`src/include/adc_trigger_regs.vh`:
```
// Register map, field positions, reset values and timing figures of the conversion trigger.
`ifndef ADC_TRIGGER_REGS_VH
`define ADC_TRIGGER_REGS_VH

// Register pointer values carried in the low nibble of the pointer byte.
`define PTR_RESULT        4'h0
`define PTR_CONFIG        4'h2
`define PTR_CYCLE         4'h3

// Pointer byte layout.
`define PTR_FIELD_MSB     3
`define CMD_FIRST_BIT     4
`define CMD_SECOND_BIT    5

// Configuration and cycle timer layout.
`define CFG_CH_LOWER_BIT  4
`define CFG_CH_UPPER_BIT  5
`define CYC_CODE_MSB      2

// Reset values.
`define CFG_RESET         8'h00
`define CYC_RESET         8'h00

// Bit counts at which power-up is decided inside the pointer byte and at which a byte is complete.
`define CMD_DECIDE_FALL   4'h5
`define BYTE_BITS         4'h8

// Timing figures.
`define CLK_MHZ           250
`define WAKE_NS           1000
`define CONV_NS           2000

`endif

```
`src/hdl/adc_command_and_cycle_trigger.v`:
```
// Overview of operation
// A pointer write with a nonzero channel command starts a conversion.
// The master writes zero into the two unused upper command bits.
// Only the first command bit selects input one; only the second selects input two.
// Both command bits set converts input one, then input two.
// All command bits zero leaves command mode off; no conversion starts.
// Power-up starts on the fifth falling clock edge of the pointer byte.
// Conversion follows the command bits; wake plus conversion is about 3 us.
// The master points at the result register before reading a result.
// The master re-addresses for a read, which returns the commanded result.
// With both inputs, a four-byte read returns input one then input two.
// Further acknowledged read bytes keep the selected inputs converting.
// A read of an unfinished result holds the clock low until done.
// A stop condition or a not-acknowledge ends command-mode converting.
// The cycle timer register is eight bits; only three low bits count.
// A nonzero cycle code enables periodic conversions at one of seven intervals.
// In cycle mode the core powers down between conversions.
// Writing a zero cycle code stops periodic conversions.
// Cycle-mode inputs come from the two channel bits of the configuration.
// Cycle mode walks enabled inputs from the lowest and loops around.
// A pointer-only write selects the register that later reads return.
// Cycle codes map to intervals through a parameterised lookup table.
`timescale 1ns/10ps
`include "adc_trigger_regs.vh"
module adc_command_and_cycle_trigger #(
  parameter [6:0]  DEV_ADDR      = 7'h28,
  parameter [31:0] INTERVAL_US_1 = 32'd1000,
  parameter [31:0] INTERVAL_US_2 = 32'd2000,
  parameter [31:0] INTERVAL_US_3 = 32'd4000,
  parameter [31:0] INTERVAL_US_4 = 32'd8000,
  parameter [31:0] INTERVAL_US_5 = 32'd16000,
  parameter [31:0] INTERVAL_US_6 = 32'd32000,
  parameter [31:0] INTERVAL_US_7 = 32'd64000
) (
  input  wire        CORE_CLK_I,
  input  wire        RESET_I,
  input  wire        SCL_I,
  output wire        SCL_O,
  output wire        SCL_OE_O,
  input  wire        SDA_I,
  output wire        SDA_O,
  output wire        SDA_OE_O,
  input  wire [11:0] SAR_RESULT_I,
  output wire        ANALOG_POWER_UP_O,
  output wire        SAMPLE_HOLD_O,
  output wire [1:0]  CHANNEL_SEL_O,
  output wire        CONV_BUSY_O
);

  localparam integer WAKE_INT = (`WAKE_NS * `CLK_MHZ + 999) / 1000;
  localparam integer CONV_INT = (`CONV_NS * `CLK_MHZ + 999) / 1000;
  localparam [15:0]  WAKE_CYC = WAKE_INT[15:0];
  localparam [15:0]  CONV_CYC = CONV_INT[15:0];

  localparam [6:0] S_IDLE  = 7'b0000001;
  localparam [6:0] S_ADDR  = 7'b0000010;
  localparam [6:0] S_ACK_A = 7'b0000100;
  localparam [6:0] S_WR    = 7'b0001000;
  localparam [6:0] S_ACK_W = 7'b0010000;
  localparam [6:0] S_RD    = 7'b0100000;
  localparam [6:0] S_ACK_R = 7'b1000000;

  reg  [6:0]  st_q;
  reg  [3:0]  bit_q;
  reg  [7:0]  sh_q;
  reg         rw_q;
  reg         wbyte_q;
  reg         rbyte_q;
  reg         sda_oe_q;
  reg         stretch_q;
  reg         scl_q;
  reg         sda_q;
  reg  [3:0]  ptr_q;
  reg  [1:0]  cmd_q;
  reg         cmd_act_q;
  reg  [7:0]  cfg_q;
  reg  [7:0]  cyc_q;
  reg  [15:0] out_q;
  reg  [15:0] pend_q;
  reg         pend_v_q;
  reg         fresh_q;
  reg  [31:0] tick_q;
  reg         last_ch_q;

  reg         start;
  reg         start_ch;
  reg         abort;
  reg         consume;
  reg         cont_read;

  wire        rise      = ~scl_q & SCL_I;
  wire        fall      = scl_q & ~SCL_I;
  wire        start_cnd = scl_q & SCL_I & sda_q & ~SDA_I;
  wire        stop_cnd  = scl_q & SCL_I & ~sda_q & SDA_I;
  wire        busy;
  wire        done;
  wire        done_ch;
  wire [2:0]  cyc_code  = cyc_q[`CYC_CODE_MSB:0];
  wire [1:0]  cfg_ch    = {cfg_q[`CFG_CH_UPPER_BIT], cfg_q[`CFG_CH_LOWER_BIT]};
  wire [15:0] res_word  = {3'b000, done_ch, SAR_RESULT_I};
  wire        addr_hit  = (sh_q[7:1] == DEV_ADDR);
  wire        rd_result = (ptr_q == `PTR_RESULT);

  function [31:0] interval_cycles;
    input [2:0] code;
    begin
      case (code)
        3'h1:    interval_cycles = INTERVAL_US_1 * `CLK_MHZ;
        3'h2:    interval_cycles = INTERVAL_US_2 * `CLK_MHZ;
        3'h3:    interval_cycles = INTERVAL_US_3 * `CLK_MHZ;
        3'h4:    interval_cycles = INTERVAL_US_4 * `CLK_MHZ;
        3'h5:    interval_cycles = INTERVAL_US_5 * `CLK_MHZ;
        3'h6:    interval_cycles = INTERVAL_US_6 * `CLK_MHZ;
        3'h7:    interval_cycles = INTERVAL_US_7 * `CLK_MHZ;
        default: interval_cycles = 32'h00000000;
      endcase
    end
  endfunction

  // Selects the byte presented for the current register pointer.
  function [7:0] read_byte;
    input [3:0] ptr;
    input       low;
    input [15:0] res;
    input [7:0] cfg;
    input [7:0] cyc;
    begin
      case (ptr)
        `PTR_RESULT: read_byte = low ? res[7:0] : res[15:8];
        `PTR_CONFIG: read_byte = cfg;
        `PTR_CYCLE:  read_byte = cyc;
        default:     read_byte = 8'h00;
      endcase
    end
  endfunction

  wire [7:0] first_byte = read_byte(ptr_q, 1'b0, out_q, cfg_q, cyc_q);
  wire [7:0] next_byte  = read_byte(ptr_q, ~rbyte_q, out_q, cfg_q, cyc_q);

  assign SDA_O             = 1'b0;
  assign SDA_OE_O          = sda_oe_q;
  assign SCL_O             = 1'b0;
  assign SCL_OE_O          = stretch_q;
  assign CONV_BUSY_O       = busy;
  assign CHANNEL_SEL_O     = done_ch ? 2'b10 : 2'b01;

  adc_conv_sequencer #(
    .WAKE_CYC (WAKE_CYC),
    .CONV_CYC (CONV_CYC)
  ) u_conv (
    .clk_i   (CORE_CLK_I),
    .rst_i   (RESET_I),
    .start_i (start),
    .chan_i  (start_ch),
    .abort_i (abort),
    .busy_o  (busy),
    .power_o (ANALOG_POWER_UP_O),
    .hold_o  (SAMPLE_HOLD_O),
    .done_o  (done),
    .chan_o  (done_ch)
  );

  // Conversion requests from command mode and from the cycle timer.
  always @* begin
    start    = 1'b0;
    start_ch = 1'b0;
    abort    = 1'b0;
    consume  = 1'b0;
    cont_read = 1'b0;
    if (st_q == S_ACK_R && rise && rd_result && rbyte_q) begin
      consume   = 1'b1;
      cont_read = ~SDA_I;
    end
    if (cmd_act_q && (stop_cnd || (st_q == S_ACK_R && rise && SDA_I))) begin
      abort = 1'b1;
    end else if (st_q == S_WR && fall && ~wbyte_q && bit_q == `CMD_DECIDE_FALL &&
                 (sh_q[2] | sh_q[1])) begin
      start    = 1'b1;
      start_ch = ~sh_q[1];
    end else if (cmd_act_q && done && ~done_ch && cmd_q == 2'b11) begin
      start    = 1'b1;
      start_ch = 1'b1;
    end else if (cmd_act_q && cont_read && ~busy) begin
      // The consumed pair frees the queue in this cycle, so a restart cannot overrun it.
      start    = 1'b1;
      start_ch = ~cmd_q[0];
    end else if (~cmd_act_q && cyc_code != 3'h0 && tick_q == 32'h00000001 &&
                 cfg_ch != 2'b00 && ~busy) begin
      start    = 1'b1;
      start_ch = (cfg_ch == 2'b11) ? ~last_ch_q : cfg_ch[1];
    end
  end

  // Interval timer for automatic cycle mode.
  always @(posedge CORE_CLK_I or posedge RESET_I) begin
    if (RESET_I) begin
      tick_q    <= 32'h00000000;
      last_ch_q <= 1'b1;
    end else begin
      if (cyc_code == 3'h0) begin
        tick_q    <= 32'h00000000;
        last_ch_q <= 1'b1;
      end else if (tick_q <= 32'h00000001) begin
        tick_q <= interval_cycles(cyc_code);
      end else begin
        tick_q <= tick_q - 32'h00000001;
      end
      if (start && ~cmd_act_q) begin
        last_ch_q <= start_ch;
      end
    end
  end

  // Result holding: the latest unread result and one queued behind it.
  always @(posedge CORE_CLK_I or posedge RESET_I) begin
    if (RESET_I) begin
      out_q    <= 16'h0000;
      pend_q   <= 16'h0000;
      pend_v_q <= 1'b0;
      fresh_q  <= 1'b0;
    end else if (consume) begin
      if (pend_v_q) begin
        out_q    <= pend_q;
        fresh_q  <= 1'b1;
        pend_v_q <= done;
        pend_q   <= res_word;
      end else if (done) begin
        out_q   <= res_word;
        fresh_q <= 1'b1;
      end else begin
        fresh_q <= 1'b0;
      end
    end else if (done) begin
      if (fresh_q && cmd_act_q) begin
        pend_q   <= res_word;
        pend_v_q <= 1'b1;
      end else begin
        out_q   <= res_word;
        fresh_q <= 1'b1;
      end
    end
  end

  // Serial slave port.
  always @(posedge CORE_CLK_I or posedge RESET_I) begin
    if (RESET_I) begin
      st_q      <= S_IDLE;
      bit_q     <= 4'h0;
      sh_q      <= 8'h00;
      rw_q      <= 1'b0;
      wbyte_q   <= 1'b0;
      rbyte_q   <= 1'b0;
      sda_oe_q  <= 1'b0;
      stretch_q <= 1'b0;
      scl_q     <= 1'b1;
      sda_q     <= 1'b1;
      ptr_q     <= `PTR_RESULT;
      cmd_q     <= 2'b00;
      cmd_act_q <= 1'b0;
      cfg_q     <= `CFG_RESET;
      cyc_q     <= `CYC_RESET;
    end else begin
      scl_q <= SCL_I;
      sda_q <= SDA_I;
      if (abort) begin
        cmd_act_q <= 1'b0;
      end
      if (stretch_q && (fresh_q || ~busy)) begin
        stretch_q <= 1'b0;
      end
      if (stop_cnd) begin
        st_q      <= S_IDLE;
        sda_oe_q  <= 1'b0;
        stretch_q <= 1'b0;
      end else if (start_cnd) begin
        st_q     <= S_ADDR;
        bit_q    <= 4'h0;
        sda_oe_q <= 1'b0;
      end else begin
        case (st_q)
          S_IDLE: begin
            sda_oe_q <= 1'b0;
          end
          S_ADDR: begin
            if (rise) begin
              sh_q  <= {sh_q[6:0], SDA_I};
              bit_q <= bit_q + 4'h1;
            end else if (fall && bit_q == `BYTE_BITS) begin
              if (addr_hit) begin
                sda_oe_q <= 1'b1;
                rw_q     <= sh_q[0];
                st_q     <= S_ACK_A;
                if (sh_q[0] && rd_result && busy && ~fresh_q) begin
                  stretch_q <= 1'b1;
                end
              end else begin
                st_q <= S_IDLE;
              end
            end
          end
          S_ACK_A: begin
            if (fall) begin
              bit_q <= 4'h0;
              if (rw_q) begin
                st_q     <= S_RD;
                rbyte_q  <= 1'b0;
                sh_q     <= first_byte;
                sda_oe_q <= ~first_byte[7];
              end else begin
                st_q     <= S_WR;
                wbyte_q  <= 1'b0;
                sda_oe_q <= 1'b0;
              end
            end
          end
          S_WR: begin
            if (rise) begin
              sh_q  <= {sh_q[6:0], SDA_I};
              bit_q <= bit_q + 4'h1;
            end else if (fall && ~wbyte_q && bit_q == `CMD_DECIDE_FALL) begin
              // The upper two command bits are ignored by the decode.
              cmd_q     <= {sh_q[2], sh_q[1]};
              cmd_act_q <= sh_q[2] | sh_q[1];
            end else if (fall && bit_q == `BYTE_BITS) begin
              sda_oe_q <= 1'b1;
              st_q     <= S_ACK_W;
              if (~wbyte_q) begin
                ptr_q <= sh_q[`PTR_FIELD_MSB:0];
              end else if (ptr_q == `PTR_CONFIG) begin
                cfg_q <= sh_q;
              end else if (ptr_q == `PTR_CYCLE) begin
                cyc_q <= sh_q;
              end
            end
          end
          S_ACK_W: begin
            if (fall) begin
              sda_oe_q <= 1'b0;
              bit_q    <= 4'h0;
              wbyte_q  <= 1'b1;
              st_q     <= S_WR;
            end
          end
          S_RD: begin
            if (rise) begin
              bit_q <= bit_q + 4'h1;
            end else if (fall) begin
              if (bit_q == `BYTE_BITS) begin
                sda_oe_q <= 1'b0;
                st_q     <= S_ACK_R;
              end else begin
                sda_oe_q <= ~sh_q[6];
                sh_q     <= {sh_q[6:0], 1'b0};
              end
            end
          end
          S_ACK_R: begin
            if (rise && SDA_I) begin
              st_q <= S_IDLE;
            end else if (fall) begin
              rbyte_q  <= ~rbyte_q;
              bit_q    <= 4'h0;
              sh_q     <= next_byte;
              sda_oe_q <= ~next_byte[7];
              st_q     <= S_RD;
            end
          end
          default: begin
            st_q <= S_IDLE;
          end
        endcase
      end
    end
  end

endmodule // adc_command_and_cycle_trigger

```
`src/hdl/adc_conv_sequencer.v`:
```
// Power-up and conversion timing of the successive-approximation core.
`timescale 1ns/10ps
module adc_conv_sequencer #(
  parameter [15:0] WAKE_CYC = 16'd250,
  parameter [15:0] CONV_CYC = 16'd500
) (
  input  wire        clk_i,
  input  wire        rst_i,
  input  wire        start_i,
  input  wire        chan_i,
  input  wire        abort_i,
  output wire        busy_o,
  output reg         power_o,
  output reg         hold_o,
  output reg         done_o,
  output reg         chan_o
);

  localparam [2:0] S_IDLE = 3'b001;
  localparam [2:0] S_WAKE = 3'b010;
  localparam [2:0] S_CONV = 3'b100;

  reg [2:0]  st_q;
  reg [15:0] cnt_q;

  assign busy_o = ~st_q[0];

  always @(posedge clk_i or posedge rst_i) begin
    if (rst_i) begin
      st_q    <= S_IDLE;
      cnt_q   <= 16'h0000;
      power_o <= 1'b0;
      hold_o  <= 1'b0;
      done_o  <= 1'b0;
      chan_o  <= 1'b0;
    end else begin
      done_o <= 1'b0;
      if (abort_i) begin
        st_q    <= S_IDLE;
        power_o <= 1'b0;
        hold_o  <= 1'b0;
      end else begin
        case (st_q)
          S_IDLE: begin
            if (start_i) begin
              st_q    <= S_WAKE;
              cnt_q   <= WAKE_CYC - 16'h0001;
              chan_o  <= chan_i;
              power_o <= 1'b1;
            end
          end
          S_WAKE: begin
            if (cnt_q == 16'h0000) begin
              st_q   <= S_CONV;
              cnt_q  <= CONV_CYC - 16'h0001;
              hold_o <= 1'b1;
            end else begin
              cnt_q <= cnt_q - 16'h0001;
            end
          end
          S_CONV: begin
            if (cnt_q == 16'h0000) begin
              // The core drops back to shutdown as soon as its result is out.
              st_q    <= S_IDLE;
              hold_o  <= 1'b0;
              power_o <= 1'b0;
              done_o  <= 1'b1;
            end else begin
              cnt_q <= cnt_q - 16'h0001;
            end
          end
          default: begin
            st_q <= S_IDLE;
          end
        endcase
      end
    end
  end

endmodule // adc_conv_sequencer

```
`config.mk`:
```
export PLATFORM = sky130hd
export DESIGN_NAME = adc_command_and_cycle_trigger
export DESIGN_NICKNAME = d
export VERILOG_FILES = /design/src/hdl/adc_command_and_cycle_trigger.v /design/src/hdl/adc_conv_sequencer.v
export VERILOG_INCLUDE_DIRS = /design/src /design/src/include
export SDC_FILE = /design/constraint.sdc
export NUM_CORES = 1
export LEC_CHECK = 0
export ABC_CLOCK_PERIOD_IN_PS = 4650
export BUFFER_PORTS_ARGS = -buffer_cell sky130_fd_sc_hd__buf_2
export CORE_MARGIN = 2
export CORE_UTILIZATION = 25
export CTS_CLUSTER_SIZE = 10
export DETAILED_ROUTE_END_ITERATION = 12
export GPL_ROUTABILITY_DRIVEN = 0
export GPL_TIMING_DRIVEN = 0
export PLACE_DENSITY = 0.36
export REMOVE_ABC_BUFFERS = 1
export SLEW_MARGIN = 5
export SYNTH_ARGS = -nofsm -noshare
export SYNTH_HDL_FRONTEND = slang
export SYNTH_SLANG_ARGS = --single-unit
```
`constraint.sdc`:
```
create_clock -name CORE_CLK_I -period 4.65 [get_ports CORE_CLK_I]
set_input_delay 0.6975 -clock CORE_CLK_I [delete_from_list [all_inputs] [get_ports CORE_CLK_I]]
set_output_delay 0.6975 -clock CORE_CLK_I [all_outputs]
set_load 0.01 [all_outputs]
```
==> results of run 1 <==
## cells in the final DEF (no fill, tap or decap), types with 18 or more instances in the layout
master,n
mux2_2,45
o21ai_0,45
nor2_1,80
buf_2,22
nor3_1,24
xnor2_1,21
nor4_1,18
mux2i_1,21
a21oi_1,55
nand2_1,59
a211oi_1,19
dfrtp_1,128
## registers in the layout (all words and copies together) (netlist names), 2 cells and up
| signal | cells |
|---|---|
| tick_q | 32 |
| u_conv.cnt_q | 16 |
| out_q | 13 |
| pend_q | 13 |
| cfg_q | 8 |
| cyc_q | 8 |
| sh_q | 8 |
| st_q | 7 |
| bit_q | 4 |
| ptr_q | 4 |
| u_conv.st_q | 3 |
| cmd_q | 2 |
## worst max-delay path, delay by kind of cell, from the launching register on
family | cells | cell delay [ps]
AND/OR/NAND/NOR | 4 | 2840
flip-flops | 1 | 530
multiplexers | 1 | 360
## kinds of logic (layout without fill, tap and decap cells)
kind of cell	Yosys count	count (layout)	share of synthesized area, %
buf+inv	60	72	3.265
xor+xnor	30	30	3.534
flops	133	133	44.85
mux	66	66	9.643
compound gates	200	200	17.30
fa+ha+maj	7	7	1.178
simple gates	284	284	20.18
other cells	1	2	0.05044
## through the flow
step / cell area, um2 / util [%] / TNS [ps] / power, mW
after floorplan: 7258 / - / 0 / 1.379
after global placement: 7856 / 26.65 / -210670 / 1.461
after detailed placement: 7933 / 26.91 / 0 / 1.464
after CTS: 8517 / 28.89 / 0 / 2.838
after global routing: 8517 / 28.89 / 0 / 2.925
final: 8517 / 28.89 / 0 / 2.791
## power by group through the flow
stage	combinational [mW]	sequential (mW)	clock [mW]
2_1_floorplan	0.145	1.23	0
3_3_place_gp	0.206	1.25	0
3_5_place_dp	0.209	1.26	0
4_1_cts	0.210	1.23	1.39
5_1_grt	0.241	1.24	1.45
6_report	0.208	1.23	1.35
## area by class of cell
class	instances	area [um2]	area share, %
sequential	133	3334	39.15
clock inverter	15	158.9	1.866
inverter	16	67.56	0.7933
tap	390	488.0	5.729
clock buffer	17	425.4	4.995
timing repair buffer	24	152.6	1.792
multi-input combinational	589	3890	45.67
## worst max path at each step
stage               slack (ps)  cells past startpoint    endpoint
floorplan                  410                      1    SCL_OE_O
global placement         -1660                      2   pend_q[8]
detailed placement         530                      7    cfg_q[5]
CTS                        760                      5  pend_q[10]
global route               590                      5  pend_q[10]
finish                     800                      5  pend_q[10]
## routing by layer
metal	wire, um	vias up	track usage (%)
li1	-	2895	-
met3	692	28	2.412
met2	9936	156	22.96
met4	333	0	4.752
met5	0	-	0
met1	9555	3003	18.13
==> impl_metrics.tcl, run 1 <==
set metrics [dict create \
    postCtsHoldBufs 0 \
    grt_ovf 0 \
    dieArea_mm2 0.03113 \
    critPathLaunch "st_q[2]" \
    maxCapViolCount 0 \
    ys_warn_count 0 \
    post_cts_resized 0 \
    timing.clock.skew_ps 23.58 \
    placed_cells 1152 \
    start_kind "flip-flop" \
    antenna_found_initial 0 \
    ys_seq_elements 133 \
    yosys.cell_count.top_type "dfrtp_1" \
    antenna_diode_count 0 \
    insertion_delay_to_the_later_sink_of_the_worst_skew_pair_ps 430 \
    worstReg2RegEnd "pend_q[10]" \
    cts_tree "done" \
    num-nets-final 804 \
    setup.reg_to_reg.worst_slack_ps 800 \
    power.leakage_nw 3.731 \
    dpl.hpwl_mm 14.26 \
    io_buf_count 22 \
    drt.antenna.violating_nets 0 \
    min-delay-path-class "primary input to asynchronous set/reset pin" \
    synth_cells 781 \
    cts_buffers 17 \
    regToRegStartpoint "st_q[2]" \
    synth_edf_count 0 \
    number_of_hold_slack_violations_in_the_final_timing_report 0 \
    timing.fmax_ghz 0.2601 \
    clock_power_share_pct 48.3 \
    netlist_cell_types 70 \
    wl_per_cell_um 17.33 \
    synth.top_cells.by_area "dfrtp_1 43%, mux2_2 6.8%, nor2_1 4.0%" \
    num-fill-cells 3135 \
    grtUsageTotal_pct 13.82 \
    cp_max_fo 15 \
    period_needed_ps 3845 \
    timing_worst_setup_path_type "flip-flop to flip-flop" \
    setup.worst_path.end_class "flip-flop" \
    cts_setup_buffers 0 \
    synth.cells.most_frequent "128 x dfrtp_1, 80 x nor2_1, 59 x nand2_1" \
    finalWirelength_mm 20.52 \
    global_route_wire_length_before_repair_mm 33.85 \
    core_region_area_mm2 0.02948 \
    detailed_route_vias_per_instance 5.137 \
    area.growth.synth_to_final_pct 14.56 \
    worst_path_max_delay_cell "nand4_1" \
    critical_path.cell_chain "nor4b_1 -> and2_0 -> nand4_1 -> and2_1 -> mux2_2" \
    netSwitchingFraction_pct 29.14 \
    power.share.combinational_pct 7.4 \
    unrepaired_setup_endpoints_after_global_routing "false" \
    h-tree-depth 4 \
    p_seq_share_pct 44.2 \
    power.density_mw_per_mm2 327.7 \
    p_int_mw 1.978 \
    drt-pass1-iter-count 6 \
    synth_largest_area_cell "dfrtp_1" \
    via_count_of_the_first_global_routing_pass 6136 \
    clock-sinks 133 \
    vdd_ir_drop_max_uv 185.6 \
    yosysTopAreaCellShare_pct 43.08 \
    drc_errors 0 \
    placement.setup.worst_slack_ps 533.6 \
    cp_slowest_stage_delay_ps 940 \
    avg_synthesized_cell_area_um2 9.519 \
    setup_slack_ps 804.6 \
    synthesis.area_mm2 0.007435 \
    critPathRequiredTime_ps 4960 \
    cts_root_buffer "clkbuf_16" \
    setup_viol_count_final 0 \
    worst_slack_on_hold_paths_ps 371.1 \
    slew_headroom_pct 21.54 \
    share_of_async_settable_or_async_resettable_flops_after_synthesis_pct 100.0 \
    flip_flop_cell_with_the_highest_count_after_synthesis "dfrtp_1" \
    run_status "finished, final reports clean" \
    effective_utilization_at_floorplan_pct 25.22 \
    fin_cells 1184 \
    drive_gt1_share_pct 15.99 \
    worst-r2r-cell-count 5 \
    detailedRoute.firstIterationViolations 388 \
    ios 25 \
    timing.critical_path.arrival_ps 4160 \
    seq_area_frac_synth_pct 44.85 \
    final_max_slew_viol_count 0 \
    floorplan.die.height_um 176.5 \
    worst_pin_slew_ps 1172 \
    pin_count_of_the_biggest_net_entering_global_routing 70 \
    die_width_um 176.5 \
    clk_pin_slew_ps 70 \
    clock_tree_buf_depth 2 \
    final.period_utilization_pct 82.70 \
    switching_power_mw 0.8132 \
    num_vias 6082 \
    placement_rows 63 \
]
Note: power is estimated with default switching activity, not from simulation.
==> run 2: changes to the inputs <==
--- a/config.mk
+++ b/config.mk
@@ -6,7 +6,7 @@
 export SDC_FILE = /design/constraint.sdc
 export NUM_CORES = 1
 export LEC_CHECK = 0
-export ABC_CLOCK_PERIOD_IN_PS = 4650
+export ABC_CLOCK_PERIOD_IN_PS = 3100
 export BUFFER_PORTS_ARGS = -buffer_cell sky130_fd_sc_hd__buf_2
 export CORE_MARGIN = 2
 export CORE_UTILIZATION = 25
@@ -14,7 +14,7 @@
 export DETAILED_ROUTE_END_ITERATION = 12
 export GPL_ROUTABILITY_DRIVEN = 0
 export GPL_TIMING_DRIVEN = 0
-export PLACE_DENSITY = 0.36
+export PLACE_DENSITY = 0.37
 export REMOVE_ABC_BUFFERS = 1
 export SLEW_MARGIN = 5
 export SYNTH_ARGS = -nofsm -noshare
==> constraint.sdc (replaced) <==
create_clock -name CORE_CLK_I -period 3.1 [get_ports CORE_CLK_I]
set_input_delay 0.465 -clock CORE_CLK_I [delete_from_list [all_inputs] [get_ports CORE_CLK_I]]
set_output_delay 0.465 -clock CORE_CLK_I [all_outputs]
set_load 0.01 [all_outputs]
==> run 2 against run 1 <==
Effect of this change: worst hold slack lost 140 ps; final cell count up 0.76%; final area rose by 1.5%; utilization up 0.45 points; clock skew shrank 15 ps; combinational power increased by 65%; die area is the same; clock power rose by 56%; routed wire length rose by 0.21%; non-clock buffer count rose by 9; critical path type unchanged; critical endpoint is now cyc_q[6]; largest cell class unchanged.
==> impl_metrics.tcl, run 2 (synthesis gave the netlist of run 1 again) <==
set metrics [dict create \
    clk_pin_slew_ps 60 \
    min-delay-path-class "primary input to flip-flop" \
    drt.antenna.violating_nets 0 \
    regMostFlops "tick_q" \
    clock-sinks 133 \
    drive_gt1_share_pct 17.31 \
    io_buf_count 22 \
    dieArea_mm2 0.03113 \
    drc_errors 0 \
    run_status "finished, final reports clean" \
    vdd_ir_drop_max_uv 328.6 \
    worst_pin_slew_ps 1149 \
    final_max_slew_viol_count 0 \
    insertion_delay_to_the_later_sink_of_the_worst_skew_pair_ps 420 \
    worst_slack_on_hold_paths_ps 235.1 \
    cp_slowest_stage_delay_ps 880 \
    grt_ovf 0 \
    finalPower_mw 4.298 \
    number_of_hold_slack_violations_in_the_final_timing_report 0 \
    via_count_of_the_first_global_routing_pass 5937 \
    globalRouteMet1Util_pct 19.31 \
    critPathRequiredTime_ps 3400 \
    global_route_wire_length_before_repair_mm 33.90 \
    finalWirelength_mm 20.56 \
    unrepaired_setup_endpoints_after_global_routing "false" \
    cts_root_buffer "clkbuf_16" \
    maxCapViolCount 0 \
    path_buf_inv 0 \
    wl_per_cell_um 17.23 \
    num-nets-final 813 \
    dpl.hpwl_mm 14.14 \
    die_width_um 176.5 \
    area.growth.synth_to_final_pct 16.32 \
    cp_max_fo 8 \
    grtUsageMet2_pct 22.43 \
    antenna_found_initial 0 \
    h-tree-depth 4 \
    slew_headroom_pct 23.08 \
    setup_viol_count_final 0 \
    detailed_route_vias_per_instance 4.939 \
    power.density_mw_per_mm2 497.0 \
    core_region_area_mm2 0.02948 \
    pin_count_of_the_biggest_net_entering_global_routing 104 \
    global_route.peak_usage_layer "met2" \
    num_vias 5892 \
    post-route-util_pct 29.34 \
    worst_path_max_delay_cell "or4b_2" \
    cts_tree "done" \
    detailedRoute.firstIterationViolations 381 \
    critical_path.cell_chain "xnor2_1 -> a21oi_1 -> o32a_1 -> nand4_1 -> or4b_2 -> mux2_2" \
    timing_worst_setup_path_type "flip-flop to flip-flop" \
    ios 25 \
    antenna_diode_count 0 \
    final.period_utilization_pct 98.04 \
    power.leakage_nw 3.781 \
    placement_rows 63 \
    cts_buffers 17 \
    leading_cell_types_in_the_layout_fill_and_taps_excluded "128 x dfrtp_1, 79 x nor2_1, 58 x nand2_1, 55 x a21oi_1" \
    effective_utilization_at_floorplan_pct 25.22 \
    largestRegisters "tick_q: 32 flops, u_conv.cnt_q: 16 flops" \
    final_common_cell "dfrtp_1" \
    period_needed_ps 3039 \
    timing.fmax_ghz 0.3290 \
    drt-pass1-iter-count 5 \
    groute.layer.met3.usage_pct 2.778 \
    layout.cell_area.non_filler_mm2 0.008648 \
    post_dp_cell_area_mm2 0.007939 \
    start_kind "flip-flop" \
    clock_tree_buf_depth 2 \
    setup.worst_path.end_class "flip-flop" \
    timing.clock.skew_ps 8.702 \
    largest_register_ffs 32 \
    grtUsageTotal_pct 14.00 \
    timing.critical_path.max_delay_family "simple AND/OR/NAND/NOR gates" \
    timing.critical_path.arrival_ps 3340 \
    floorplan.die.height_um 176.5 \
]
==> run 2: cell count changes in the layout (fill, tap and decap cells not counted), sizes merged <==
cell,change
buf,+8
bufinv,+3
clkbuf,+3
clkinvlp,+3
dlygate4sd3,+1
inv,-9
==> run 2: area by class of cell <==
cell class                      count  area, um2
Multi-Input combinational cell    589       3936
Tap cell                          390      488.0
Timing Repair Buffer               33      219.0
Fill cell                        3179      20830
Sequential cell                   133       3334
Inverter                           16      70.07
Clock inverter                     12      153.9
Clock buffer                       20      446.7
==> run 2: where the power goes <==
part | switching, mW | leakage [nW] | internal [mW]
registers | 0.0776 | 1.75 | 1.78
logic | 0.212 | 1.74 | 0.132
clock network | 0.810 | 0.286 | 1.29
==> run 2: timing repair <==
| action | CTS | global route |
|---|---|---|
| pin swaps | 4 | 1 |
| gates resized for setup | 6 | 3 |
| hold buffers | 1 | 0 |
| buffers inserted | 5 | 2 |
| endpoints found under the setup margin | 76 | 26 |
| endpoints found under the hold margin | 10 | 0 |
==> run 2: path summary, 6_finish.rpt <==
path                       cells after the start         endpoint  slack (ps)        from
max                                            6         cyc_q[6]          60       sda_q
min in group asynchronous                      3  u_conv.cnt_q[6]         550     RESET_I
max in group asynchronous                      4          sh_q[6]        1710     RESET_I
min                                            1            scl_q         240       SCL_I
min reg2reg                                    2       pend_q[12]         490  pend_q[12]
max reg2reg                                    6         cyc_q[6]          60       sda_q
==> run 2: metrics by stage <==
step	worst slack, ps	instances	TNS (ps)
finish	60.83	1193	0
global route	5.090	1193	0
CTS	42.27	1191	0
detailed placement	-1076	1153	-37830
global placement	-3188	1150	-486830
floorplan	-911.1	738	-116620
==> run 2: worst reg2reg max path, stage by stage (launching register included) <==
cell     delay [ps]
dfstp_2         580
xnor2_1         130
a21oi_1         480
o32a_1          310
nand4_1         200
or4b_2          880
mux2_2          350
==> run 2: layer usage <==
metal / up-vias / routed length (um) / share of wire [%]
met5: - / 0 / 0
met4: 0 / 176 / 0.86
met3: 8 / 445 / 2.2
met2: 69 / 9682 / 47
met1: 2901 / 10260 / 50
li1: 2914 / - / -
